File: src/rtl/ucp_pkg.sv
// Purpose: constants for the control pipe configuration block
// Assumes: 16-bit register port, byte offsets as printed
// Notes: shared by the tracker, the pipe configuration block and the bench; the event interface does not import it
package ucp_pkg;
   // ------------------------------------------------------------
   // Register map
   // ------------------------------------------------------------
   localparam logic [7:0] UCP_ADDR_CONFIG = 8'h5c;
   localparam logic [7:0] UCP_ADDR_MAXP = 8'h5e;
   localparam logic [7:0] UCP_ADDR_CTRL = 8'h60;
   // ------------------------------------------------------------
   // Field positions
   // ------------------------------------------------------------
   localparam int UCP_CFG_CNTMODE = 8;
   localparam int UCP_CFG_NAKEND = 7;
   localparam int UCP_MAXP_W = 7;
   localparam int UCP_CTL_FIFOOK = 15;
   localparam int UCP_CTL_TCLR = 8;
   localparam int UCP_CTL_TSET = 7;
   localparam int UCP_CTL_TMON = 6;
   localparam int UCP_CTL_BUSY = 5;
   localparam int UCP_CTL_DONEEN = 2;
   localparam logic [6:0] UCP_MAXP_RESET = 7'h40;
   localparam logic UCP_TOGGLE_RESET = 1'h1;
   // ------------------------------------------------------------
   // Response select and tracker state codes
   // ------------------------------------------------------------
   typedef enum logic [1:0] {
      UCP_RSP_NAK = 2'h0,
      UCP_RSP_BUF = 2'h1,
      UCP_RSP_STALL = 2'h2,
      UCP_RSP_STALL3 = 2'h3
   } ucp_rsp_t;
   typedef enum logic [2:0] {
      UCP_ST_IDLE = 3'h1,
      UCP_ST_BUSY = 3'h2,
      UCP_ST_STATUS = 3'h4
   } ucp_state_t;
endpackage

File: src/rtl/ucp_evt_if.sv
// Purpose: USB-side event bundle between pipe logic and its tracker
// Assumes: events are one-cycle pulses
// Notes: none
interface ucp_evt_if;
   logic txn_start;
   logic txn_done;
   logic txn_status;
   logic pid_mismatch;
   logic setup_rx;
   logic busy;
   logic in_status;
   modport src(output txn_start, txn_done, txn_status, pid_mismatch,
      setup_rx, input busy, in_status);
   modport trk(input txn_start, txn_done, txn_status, pid_mismatch,
      setup_rx, output busy, in_status);
endinterface

File: src/rtl/ucp_txn_track.sv
// Purpose: tracks whether a transaction of the pipe is on the bus
// Assumes: start and done pulses come from the packet engine
// Notes: status stage remembered until next start or setup
module ucp_txn_track
   import ucp_pkg::*;
(
   input wire logic clk,
   input wire logic nrst,
   ucp_evt_if.trk ev
);
   ucp_state_t state_q;
   logic stat_q;
   // ------------------------------------------------------------
   // Busy state
   // ------------------------------------------------------------
   always_ff @(posedge clk or negedge nrst) begin
      if (!nrst) begin
         state_q <= UCP_ST_IDLE;
      end else begin
         case (state_q)
            UCP_ST_IDLE: begin
               if (ev.txn_start) begin
                  state_q <= ev.txn_status ? UCP_ST_STATUS : UCP_ST_BUSY;
               end
            end
            UCP_ST_BUSY, UCP_ST_STATUS: begin
               if (ev.txn_done || ev.setup_rx) begin
                  state_q <= UCP_ST_IDLE;
               end
            end
            default: begin
               state_q <= UCP_ST_IDLE;
            end
         endcase
      end
   end
   always_ff @(posedge clk or negedge nrst) begin
      if (!nrst) begin
         stat_q <= 1'h0;
      end else if (ev.setup_rx) begin
         stat_q <= 1'h0;
      end else if (ev.txn_start) begin
         stat_q <= ev.txn_status;
      end
   end
   assign ev.busy = (state_q != UCP_ST_IDLE);
   assign ev.in_status = stat_q;
endmodule

File: src/rtl/ucp_pipe_cfg.sv
// Function
// - Control transfers use the dedicated default pipe
// - Config bit 8 selects continuous mode
// - Config bit 7 forces NAK at receive end
// - One continuous select serves both directions
// - Max packet bits 6-0, reset 64
// - Control bit 15 shows FIFO access ok
// - Writing bit 8 forces toggle DATA0
// - Writing bit 7 forces toggle DATA1
// - Bit 6 shows expected toggle, reset 1
// - Bit 5 shows pipe in use
// - Bit 2 enables status stage completion
// - Bits 1-0 select NAK, BUF or STALL
// - Setup forces NAK, valid, toggle DATA1, clears enable
// - Oversize under BUF or sequence error STALL; reset NAK
// - Toggle flips on good transaction outside status stage only
// - Busy rises on start, falls on done
//
// Purpose: configuration and control of the default control pipe
// Assumes: USB engine events are synchronous one-cycle pulses
// Notes: registers are 16 bits, read data one cycle after strobe
//
// The implementer's own choice: the strobed register port.
module ucp_pipe_cfg
   import ucp_pkg::*;
(
   input wire logic CLK,
   input wire logic NRST,
   input wire logic [7:0] ADDR,
   input wire logic [15:0] WDATA,
   input wire logic WR,
   input wire logic RD,
   output logic [15:0] RDATA,
   input wire logic TXN_START,
   input wire logic TXN_DONE,
   input wire logic TXN_STATUS,
   input wire logic TXN_RX,
   input wire logic PID_MISMATCH,
   input wire logic SETUP_RX,
   input wire logic OVERSIZE_RX,
   input wire logic SEQ_ERROR,
   input wire logic BUS_RESET,
   input wire logic FIFO_READY,
   input wire logic VALID_CLEAR,
   output logic [1:0] RESPONSE_SELECT,
   output logic CONTINUOUS_MODE_SEL,
   output logic [6:0] MAX_PAYLOAD_SIZE,
   output logic STATUS_STAGE_DONE_EN,
   output logic TOGGLE_EXPECTED,
   output logic PIPE_IN_USE,
   output logic SETUP_VALID
);
   // ------------------------------------------------------------
   // Decoding
   // ------------------------------------------------------------
   function automatic logic hit(input logic [7:0] a, input logic [7:0] r);
      hit = (a == r);
   endfunction

   logic wr_cfg;
   logic wr_maxp;
   logic wr_ctl;
   logic cont_q;
   logic nak_end_q;
   logic [6:0] maxp_q;
   logic [1:0] rsp_q;
   logic done_en_q;
   logic tog_q;
   logic valid_q;
   logic fifo_ok_q;
   logic busy_q;
   logic [15:0] rdata_q;
   logic [15:0] rd_d;

   ucp_evt_if ev();
   assign ev.txn_start = TXN_START;
   assign ev.txn_done = TXN_DONE;
   assign ev.txn_status = TXN_STATUS;
   assign ev.pid_mismatch = PID_MISMATCH;
   assign ev.setup_rx = SETUP_RX;

   ucp_txn_track u_trk (
      .clk(CLK),
      .nrst(NRST),
      .ev(ev)
   );

   assign wr_cfg = WR && hit(ADDR, UCP_ADDR_CONFIG);
   assign wr_maxp = WR && hit(ADDR, UCP_ADDR_MAXP);
   assign wr_ctl = WR && hit(ADDR, UCP_ADDR_CTRL);

   // ------------------------------------------------------------
   // Configuration register
   // ------------------------------------------------------------
   // A single mode bit; the pipe buffer is shared by both directions
   always_ff @(posedge CLK or negedge NRST) begin
      if (!NRST) begin
         cont_q <= 1'h0;
         nak_end_q <= 1'h0;
      end else if (wr_cfg) begin
         cont_q <= WDATA[UCP_CFG_CNTMODE];
         nak_end_q <= WDATA[UCP_CFG_NAKEND];
      end
   end

   always_ff @(posedge CLK or negedge NRST) begin
      if (!NRST) begin
         maxp_q <= UCP_MAXP_RESET;
      end else if (wr_maxp) begin
         maxp_q <= WDATA[UCP_MAXP_W-1:0];
      end
   end

   // ------------------------------------------------------------
   // Response select: hardware events win over software writes
   // ------------------------------------------------------------
   always_ff @(posedge CLK or negedge NRST) begin
      if (!NRST) begin
         rsp_q <= UCP_RSP_NAK;
      end else if (BUS_RESET || SETUP_RX) begin
         rsp_q <= UCP_RSP_NAK;
      end else if ((OVERSIZE_RX && rsp_q == UCP_RSP_BUF) || SEQ_ERROR) begin
         rsp_q <= UCP_RSP_STALL3;
      end else if (TXN_DONE && TXN_RX && nak_end_q && !ev.in_status
                   && rsp_q == UCP_RSP_BUF) begin
         rsp_q <= UCP_RSP_NAK;
      end else if (wr_ctl && !valid_q) begin
         // Software cannot move it while a fresh setup is unread
         rsp_q <= WDATA[1:0];
      end
   end

   // Setup flag: a setup in the same cycle as the clear wins
   always_ff @(posedge CLK or negedge NRST) begin
      if (!NRST) begin
         valid_q <= 1'h0;
      end else if (SETUP_RX) begin
         valid_q <= 1'h1;
      end else if (VALID_CLEAR) begin
         valid_q <= 1'h0;
      end
   end

   always_ff @(posedge CLK or negedge NRST) begin
      if (!NRST) begin
         done_en_q <= 1'h0;
      end else if (SETUP_RX) begin
         done_en_q <= 1'h0;
      end else if (wr_ctl && WDATA[UCP_CTL_DONEEN] && !valid_q) begin
         done_en_q <= 1'h1;
      end else if (TXN_DONE && ev.in_status) begin
         done_en_q <= 1'h0;
      end
   end

   // ------------------------------------------------------------
   // Sequence toggle
   // ------------------------------------------------------------
   always_ff @(posedge CLK or negedge NRST) begin
      if (!NRST) begin
         tog_q <= UCP_TOGGLE_RESET;
      end else if (SETUP_RX) begin
         tog_q <= 1'h1;
      end else if (wr_ctl && WDATA[UCP_CTL_TCLR]) begin
         tog_q <= 1'h0;
      end else if (wr_ctl && WDATA[UCP_CTL_TSET]) begin
         tog_q <= 1'h1;
      end else if (TXN_DONE && !PID_MISMATCH && !ev.in_status) begin
         tog_q <= ~tog_q;
      end
   end

   always_ff @(posedge CLK or negedge NRST) begin
      if (!NRST) begin
         fifo_ok_q <= 1'h0;
         busy_q <= 1'h0;
      end else begin
         fifo_ok_q <= FIFO_READY;
         busy_q <= ev.busy;
      end
   end

   // ------------------------------------------------------------
   // Read port
   // ------------------------------------------------------------
   always_comb begin
      rd_d = 16'h0000;
      if (hit(ADDR, UCP_ADDR_CONFIG)) begin
         rd_d[UCP_CFG_CNTMODE] = cont_q;
         rd_d[UCP_CFG_NAKEND] = nak_end_q;
      end else if (hit(ADDR, UCP_ADDR_MAXP)) begin
         rd_d[UCP_MAXP_W-1:0] = maxp_q;
      end else if (hit(ADDR, UCP_ADDR_CTRL)) begin
         rd_d[UCP_CTL_FIFOOK] = fifo_ok_q;
         rd_d[UCP_CTL_TMON] = tog_q;
         rd_d[UCP_CTL_BUSY] = busy_q;
         rd_d[1:0] = rsp_q;
      end
   end

   // Read data stand only in the cycle after the strobe
   always_ff @(posedge CLK or negedge NRST) begin
      if (!NRST) begin
         rdata_q <= 16'h0000;
      end else if (RD) begin
         rdata_q <= rd_d;
      end else begin
         rdata_q <= 16'h0000;
      end
   end

   assign RDATA = rdata_q;
   assign RESPONSE_SELECT = rsp_q;
   assign CONTINUOUS_MODE_SEL = cont_q;
   assign MAX_PAYLOAD_SIZE = maxp_q;
   assign STATUS_STAGE_DONE_EN = done_en_q;
   assign TOGGLE_EXPECTED = tog_q;
   assign PIPE_IN_USE = busy_q;
   assign SETUP_VALID = valid_q;
endmodule

File: config.mk
export PLATFORM = sky130hd
export DESIGN_NAME = ucp_pipe_cfg
export DESIGN_NICKNAME = d
export VERILOG_FILES = /design/src/rtl/ucp_pkg.sv /design/src/rtl/ucp_evt_if.sv /design/src/rtl/ucp_txn_track.sv /design/src/rtl/ucp_pipe_cfg.sv
export SDC_FILE = /design/constraint.sdc
export NUM_CORES = 1
export LEC_CHECK = 0
export BUFFER_PORTS_ARGS = -buffer_cell sky130_fd_sc_hd__clkbuf_2
export CORE_MARGIN = 4
export CORE_UTILIZATION = 44
export DETAILED_ROUTE_END_ITERATION = 10
export PLACE_DENSITY = 0.76
export SLEW_MARGIN = 15
export SYNTH_ARGS = -nofsm -noshare
export SYNTH_HDL_FRONTEND = slang
export SYNTH_SLANG_ARGS = --single-unit
File: constraint.sdc
create_clock -name CLK -period 1.37 [get_ports CLK]
set_input_delay 0.0685 -clock CLK [delete_from_list [all_inputs] [get_ports CLK]]
set_output_delay 0.0685 -clock CLK [all_outputs]
set_load 0.005 [all_outputs]
==> results.tsv, run 1 <==
metric	value	unit
r2r_setup_slack	0.05	ns
hp-class	input pin to flip-flop	
cp_top_family	simple AND/OR/NAND/NOR gates	
drive_above_1_share	46.03	%
synthCells	111	
ys_types	34	
port_buffers	55	
ant_nets	0	
vias_per_cell	5.141	
vias	1131	
die_area	0.003947	mm^2
crit_path_max_incr_delay	0.45	ns
grt_pass1_vias	1120	
worst_path_max_delay_cell	dfrtp_1	
layoutNonFillerInstCount	220	
total_power	1.742	mW
ys_ff_latch	30	
rsz0062_at_grt	no	
min_path_cells	2	
crit-reg2reg-launch	RESPONSE_SELECT[1]	
wire_per_inst	14.07	um
post_dp_cell_area	0.001643	mm^2
cts_inserted_buffers	5	
clkPwrFrac	30.6	%
p_switching	0.4350	mW
pwr-share-seq	56.1	%
drv_slew	0	
cp.arrival	1.52	ns
tns	0	ns
syn_avg_cell_area	11.91	um^2
clk_pin_slew_worst_paths	0.09	ns
synthToLayoutAreaGrowth	38.32	%
min_to	nak_end_q	
hold_violations	0	
whs	0.008312	ns
core-area	0.002805	mm^2
outcome	complete, no violations	
max_cap_viol_count	0	
insertion_delay	0.32	ns
pre_cts_ws	-0.06690	ns
gr-total-overflow	0	
io_pins	69	
rows	19	
grt_max_degree	31	
fin_util	65.21	%
clkSinkCount	30	
place_congestion	0.8401	
clk_path_buf_depth	2	
switching_share	24.97	%
firstDrtPassIters	2	
post-place-cells	200	
ys_warn_count	0	
post_cts_buffers	0	
cts_tree	built	
powerDensity	952.3	mW/mm^2
final_nets	227	
critPathBufInv	0	
die_h	62.83	um
tightest_slew	0.7267	ns
grt_first_pass_wirelength	5043	um
antenna_found_initial	0	
p_leak	0.9776	nW
drt-total-wl	3096	um
final_area	0.001829	mm^2
place.detailed.hpwl	2393	um
start_util	47.15	%
irDropWorstVdd	0.4921	mV
critPathCaptureType	flip-flop	
clockRootBuffer	clkbuf_4	
relSlewSlack	51.55	%
grt_use_total	16.28	%
worst_ep_required_time	1.57	ns
ys_seq_area_share	57.05	%
r2r_cells	4	
path_cells	nor4bb_1 -> a311oi_2 -> nand4_1 -> o211ai_1	
setup_ws	0.05370	ns
power_frac_comb	13.3	%
p_int	1.307	mW
finalCritPeriodShare	96.08	%
crit_type	flip-flop to flip-flop	
cp_max_fo	5	
timing.rr.end	RESPONSE_SELECT[0]	
min_from	WDATA[7]	
max_freq	759.7	MHz
start_kind	flip-flop	
drc	0	
die_x	62.83	um
layout_min_cycle_time	1.316	ns
fin_skew	0.008038	ns
drt_iter0_drc	23	
h-tree-depth	2	
setup_violations	0	
syn-cell-area	0.001323	mm^2
antenna-diode-count	0	
layer usage:
metal,up-vias,global-route usage [%],wire length (um)
met5,-,0,0
met4,0,6.336,34
met3,5,5.935,216
li1,541,-,-
met2,42,26.76,1566
met1,543,19.33,1279
worst max path at each step:
stage                       startpoint                   to  slack [ns]  cells past startpoint
global placement               ADDR[0]            nak_end_q       -0.02                      5
floorplan                      ADDR[0]  CONTINUOUS_MODE_SEL        0.07                      4
finish              RESPONSE_SELECT[1]   RESPONSE_SELECT[0]        0.05                      4
global route        RESPONSE_SELECT[1]   RESPONSE_SELECT[0]        0.02                      4
CTS                 RESPONSE_SELECT[1]   RESPONSE_SELECT[0]        0.01                      4
detailed placement             ADDR[0]            nak_end_q       -0.07                      5
cells in the mapped netlist:
library cell	n	area, um^2
buf_4	6	45.04
nand4b_1	3	26.28
nand4_1	2	12.51
a31o_2	1	8.760
dfrtp_1	27	675.7
and3_2	3	22.52
buf_2	1	5.000
a22oi_1	4	30.03
nand2_4	1	11.26
nor2_1	11	41.29
mux2_2	9	101.4
a32oi_1	2	17.52
or3_1	1	6.260
a21o_1	2	15.01
nor4b_1	2	17.52
nand3_1	2	10.01
and2_1	3	18.77
nand2_1	6	22.52
dfstp_2	3	78.83
nor3_4	1	16.27
nor3_1	2	10.01
conb_1	1	3.750
or3b_4	1	11.26
inv_1	3	11.26
and3_1	2	12.51
nor3b_1	1	7.510
xor2_1	2	17.52
nor4bb_1	1	10.01
o211ai_1	2	15.01
a21oi_1	2	10.01
nand2b_1	1	6.260
a311oi_1	1	8.760
mux2i_1	1	10.01
a31oi_1	1	6.260
layout by cell type, fill, tap and decap left out, drive strengths merged, types with 3 or more instances in the layout:
master and instances:
buf 5, dfrtp 27, nand4b 3, inv 3
conb 6, mux2 9, and3 5, clkbuf 62
nand2 7, nor2 11, dlygate4sd3 12, nor3 3
a22oi 4, and2 3, dfstp 3
area by class of cell:
type | instances | area [um^2]
Fill cell | 228 | 975.9
Sequential cell | 30 | 754.5
Multi-Input combinational cell | 76 | 531.8
Timing Repair Buffer | 72 | 432.9
Clock buffer | 7 | 55.05
Tap cell | 31 | 38.79
Inverter | 3 | 11.26
Clock inverter | 1 | 5.005
cells by family (layout without fill, tap and decap cells):
| family | after synthesis | in the layout | share of synthesized area [%] |
|---|---|---|---|
| xor+xnor | 2 | 2 | 1.325 |
| simple gates | 43 | 43 | 19.87 |
| buf+inv | 10 | 83 | 4.635 |
| flops | 30 | 30 | 57.05 |
| other cells | 1 | 6 | 0.2835 |
| mux | 10 | 10 | 8.420 |
| compound gates | 15 | 15 | 8.420 |
what timing repair did:
action,4_1_cts,5_1_grt
resized for setup,0,1
endpoints found under the hold margin,37,2
hold buffers,11,1
endpoints found under the setup margin,0,2
power by group through the flow:
stage | Combinational, mW | Clock (mW) | Sequential [mW]
after global routing | 0.259 | 0.597 | 0.984
final | 0.231 | 0.533 | 0.978
after CTS | 0.229 | 0.552 | 0.976
after floorplan | 0.0910 | 0 | 0.987
after detailed placement | 0.205 | 0 | 0.994
after global placement | 0.198 | 0 | 0.990
sequential cells by signal (all words and copies together) (netlist names):
register,count
RDATA,10
MAX_PAYLOAD_SIZE,7
u_trk.state_q,3
RESPONSE_SELECT,2
CONTINUOUS_MODE_SEL,1
PIPE_IN_USE,1
SETUP_VALID,1
STATUS_STAGE_DONE_EN,1
TOGGLE_EXPECTED,1
fifo_ok_q,1
nak_end_q,1
u_trk.ev.in_status,1
No activity file was read; power rests on OpenSTA's default activity.
==> inputs of run 2 (changes only) <==
Settings changed: CAP_MARGIN from default to 20, CORE_ASPECT_RATIO from default to 0.7, MAX_ROUTING_LAYER from default to met4.
==> results.tsv, run 2 (synthesis gave the netlist of run 1 again) <==
metric	value	unit
clk_path_buf_depth	2	
antenna-diode-count	0	
critPathCaptureType	flip-flop	
start_util	46.52	%
rows	16	
worst_ep_required_time	1.56	ns
final_nets	218	
cts_inserted_buffers	5	
place.detailed.hpwl	2431	um
crit_type	flip-flop to flip-flop	
clkSinkCount	30	
insertion_delay	0.29	ns
finalCritPeriodShare	97.29	%
final_area	0.001821	mm^2
switching_share	20.76	%
tightest_slew	0.7308	ns
min_from	WDATA[6]	
synthToLayoutAreaGrowth	37.65	%
rsz0062_at_grt	yes	
drc	0	
grt_first_pass_wirelength	4802	um
min_to	MAX_PAYLOAD_SIZE[6]	
path_cells	buf_4 -> inv_1 -> a31oi_1 -> or3_1 -> o211ai_1	
die_x	73.53	um
max_cap_viol_count	0	
drive_above_1_share	49.44	%
timing.rr.end	RESPONSE_SELECT[0]	
grt_pass1_vias	1079	
grt_max_degree	31	
layoutNonFillerInstCount	216	
pre_cts_ws	-0.06890	ns
cts_tree	built	
outcome	complete, no violations	
ant_nets	0	
fin_skew	0.006483	ns
crit_path_max_incr_delay	0.44	ns
drv_slew	0	
irDropWorstVdd	0.7401	mV
max_freq	750.3	MHz
start_kind	flip-flop	
crit-reg2reg-launch	RESPONSE_SELECT[1]	
antenna_found_initial	0	
wire_per_inst	14.35	um
clockRootBuffer	clkbuf_8	
clkPwrFrac	48.1	%
r2r_setup_slack	0.04	ns
cp_max_fo	5	
whs	0.01743	ns
post_dp_cell_area	0.001649	mm^2
p_leak	0.9751	nW
h-tree-depth	2	
powerDensity	1262	mW/mm^2
grt_use_total	17.40	%
p_switching	0.4769	mW
vias_per_cell	5.046	
firstDrtPassIters	4	
setup_ws	0.03713	ns
pwr-share-seq	42.7	%
power_frac_comb	9.2	%
p_int	1.820	mW
die_area	0.003961	mm^2
worst_path_max_delay_cell	dfrtp_2	
port_buffers	55	
place_congestion	0.7716	
relSlewSlack	51.28	%
hold_violations	0	
largest_reg_flops	10	
die_h	53.87	um
hp-class	input pin to flip-flop	
mostFrequentLayoutCells	clkbuf_2, dfrtp_1, nor2_1	
clk_pin_slew_worst_paths	0.06	ns
r2r_cells	5	
drt-total-wl	3100	um
layout_min_cycle_time	1.333	ns
post-place-cells	205	
vias	1090	
setup_violations	0	
min_path_cells	2	
io_pins	69	
cp.arrival	1.53	ns
final_common_cell	clkbuf_2	
core-area	0.002843	mm^2
gr-total-overflow	0	
drt_iter0_drc	47	
-- run 2: cell count changes in the layout (fill, tap and decap cells not counted) --
cell           change
clkbuf_1           -1
bufinv_16          +2
a311oi_1           +1
buf_4              +1
dfrtp_1            -1
clkbuf_4           -5
clkbuf_8           +5
dfrtp_2            +1
dlygate4sd3_1     -10
a311oi_2           -1
clkinv_2           -1
-- run 2: cell type report --
class                   count  area [um^2]
clock buffers               6        82.58
clock inverters             2        60.06
fillers                   247         1022
inverters                   3        11.26
multi-input cells          76        525.5
flip-flops and latches     30        755.7
well taps                  36        45.04
repair buffers             63        340.3
-- run 2: worst max path at each step --
stage,from,to,slack [ns],cells after the start
2_1_floorplan,ADDR[0],CONTINUOUS_MODE_SEL,0.07,4
3_3_place_gp,ADDR[0],nak_end_q,-0.02,5
3_5_place_dp,ADDR[0],CONTINUOUS_MODE_SEL,-0.07,5
4_1_cts,RESPONSE_SELECT[1],RESPONSE_SELECT[0],0.04,5
5_1_grt,u_trk.ev.in_status,RESPONSE_SELECT[0],-0.03,5
6_report,RESPONSE_SELECT[1],RESPONSE_SELECT[0],0.04,5
-- run 2: worst max-delay path: cells and delay by family, from the launching register on --
kind / cells / cell delay (ns)
DFF: 1 / 0.44
buffers and inverters: 2 / 0.18
and+or+nand+nor: 1 / 0.37
AOI/OAI and AO/OA: 2 / 0.25
-- run 2: what timing repair did --
item | in CTS | in global routing
endpoints found under the hold margin | 28 | 0
buffers inserted | 0 | 1
gates resized for setup | 0 | 1
endpoints found under the setup margin | 0 | 2
hold buffers | 2 | 0
-- run 2: stage by stage --
stage	total power, mW	TNS (ns)	utilization (%)
after floorplan	1.078	0	-
after global placement	1.189	-0.03196	58.01
after global routing	2.385	-0.04275	64.04
after detailed placement	1.201	-0.1416	58.01
after CTS	2.322	0	63.73
final	2.297	0	64.04
-- run 2: layer usage --
metal  global-route usage (%)  part of all wire [%]  vias up
met5                        -                     0        -
met4                    10.84                   1.8        0
met3                    5.784                   7.8        5
met2                    26.76                    48       43
met1                    19.79                    43      516
li1                         -                     -      526
-- run 2: power groups by stage --
stage               clock network (mW)  logic (mW)  registers [mW]
floorplan                            0      0.0910           0.987
global placement                     0       0.197           0.992
detailed placement                   0       0.205           0.996
CTS                               1.13       0.210           0.979
global route                      1.16       0.238           0.986
finish                            1.11       0.212           0.980
==> inputs of run 3 (changes only) <==
Settings changed: CTS_BUF_LIST from default to sky130_fd_sc_hd__clkbuf_16.
==> results.tsv, run 3 (synthesis gave the netlist of run 1 again) <==
metric	value	unit
drt-total-wl	3129	um
wire_per_inst	14.55	um
max_freq	775.7	MHz
crit_type	flip-flop to flip-flop	
gr-total-overflow	0	
p_switching	0.5140	mW
powerDensity	1382	mW/mm^2
start_util	46.52	%
max_cap_viol_count	0	
cts_inserted_buffers	5	
fin_util	66.07	%
vias_per_cell	5.093	
largest_reg_flops	10	
grt_max_degree	31	
antenna-diode-count	0	
antenna_found_initial	0	
p_leak	0.9920	nW
drv_slew	0	
outcome	complete, no violations	
clockRootBuffer	clkbuf_16	
pwr-share-seq	38.0	%
cts_tree	built	
tightest_slew	0.7274	ns
rsz0062_at_grt	yes	
finalCritPeriodShare	94.10	%
p_int	2.081	mW
grt_first_pass_wirelength	4871	um
clkPwrFrac	53.8	%
vias	1095	
die_area	0.003961	mm^2
grt_pass1_vias	1086	
ant_nets	0	
start_kind	flip-flop	
mostFrequentLayoutCells	clkbuf_2, dfrtp_1, nor2_1	
setup_violations	0	
h-tree-depth	2	
final_common_cell	clkbuf_2	
final_area	0.001878	mm^2
irDropWorstVdd	0.7557	mV
insertion_delay	0.27	ns
hold_violations	0	
post_dp_cell_area	0.001649	mm^2
hp-class	input pin to flip-flop	
final_nets	217	
critPathCaptureType	flip-flop	
firstDrtPassIters	4	
clk_path_buf_depth	2	
cp.arrival	1.44	ns
die_h	53.87	um
switching_share	19.81	%
drt_iter0_drc	51	
layout_min_cycle_time	1.289	ns
setup_ws	0.08087	ns
drc	0	
rows	16	
worst_ep_required_time	1.52	ns
place.detailed.hpwl	2431	um
post_cts_buffers	0	
pre_cts_ws	-0.06890	ns
cp_max_fo	4	
power_frac_comb	8.2	%
clkSinkCount	30	
port_buffers	55	
grt_use_total	17.55	%
fin_skew	0.003508	ns
synthToLayoutAreaGrowth	42.01	%
die_x	73.53	um
relSlewSlack	51.51	%
clk_pin_slew_worst_paths	0.05	ns
place_congestion	0.7716	
io_pins	69	
whs	0.03241	ns
drive_above_1_share	50.28	%
core-area	0.002843	mm^2
## run 3: final cells by class
| class | count | area [um^2] |
|---|---|---|
| Fill cell | 235 | 964.7 |
| Sequential cell | 30 | 757.0 |
| Multi-Input combinational cell | 76 | 543.0 |
| Timing Repair Buffer | 62 | 332.8 |
| Clock buffer | 5 | 125.1 |
| Clock inverter | 3 | 63.81 |
| Tap cell | 36 | 45.04 |
| Inverter | 3 | 11.26 |
## run 3: final timing paths
path	startpoint	endpoint	slack, ns	cells after the start
min in group asynchronous	NRST	MAX_PAYLOAD_SIZE[3]	0.38	2
max reg2reg	u_trk.ev.in_status	RESPONSE_SELECT[1]	0.08	5
min reg2reg	fifo_ok_q	RDATA[15]	0.47	2
max	u_trk.ev.in_status	RESPONSE_SELECT[1]	0.08	5
min	WDATA[6]	MAX_PAYLOAD_SIZE[6]	0.03	2
max in group asynchronous	NRST	u_trk.ev.in_status	0.47	2
## run 3: timing repair
item                                    4_1_cts  5_1_grt
endpoints found under the setup margin        0        2
gates resized for setup                       0        5
hold endpoints to repair                     28        0
hold buffers                                  2        0
## run 3: per-stage QoR
stage               setup TNS (ns)  instances  power (mW)
finish                           0        215       2.595
global route             -0.009186        215       2.686
CTS                              0        215       2.612
detailed placement         -0.1416        205       1.201
global placement          -0.03196        205       1.189
floorplan                        0        116       1.078
## run 3: power by group through the flow
stage / clock, mW / combinational (mW) / sequential, mW
after floorplan: 0 / 0.0910 / 0.987
after global placement: 0 / 0.197 / 0.992
after detailed placement: 0 / 0.205 / 0.996
after CTS: 1.42 / 0.212 / 0.982
final: 1.40 / 0.213 / 0.985
after global routing: 1.45 / 0.240 / 0.991
## run 3: layer usage
layer,vias up,track usage [%],wire length (um)
met4,0,9.940,36
met1,521,19.74,1295
met3,5,5.784,271
li1,525,-,-
met5,-,-,0
met2,44,27.79,1526
## run 3: critical path, stage by stage, from the launching register on
cell and delay (ns):
dfrtp_2 0.44, nor4bb_4 0.28, a311oi_1 0.12, buf_4 0.16, nand4_1 0.08, o211ai_1 0.09
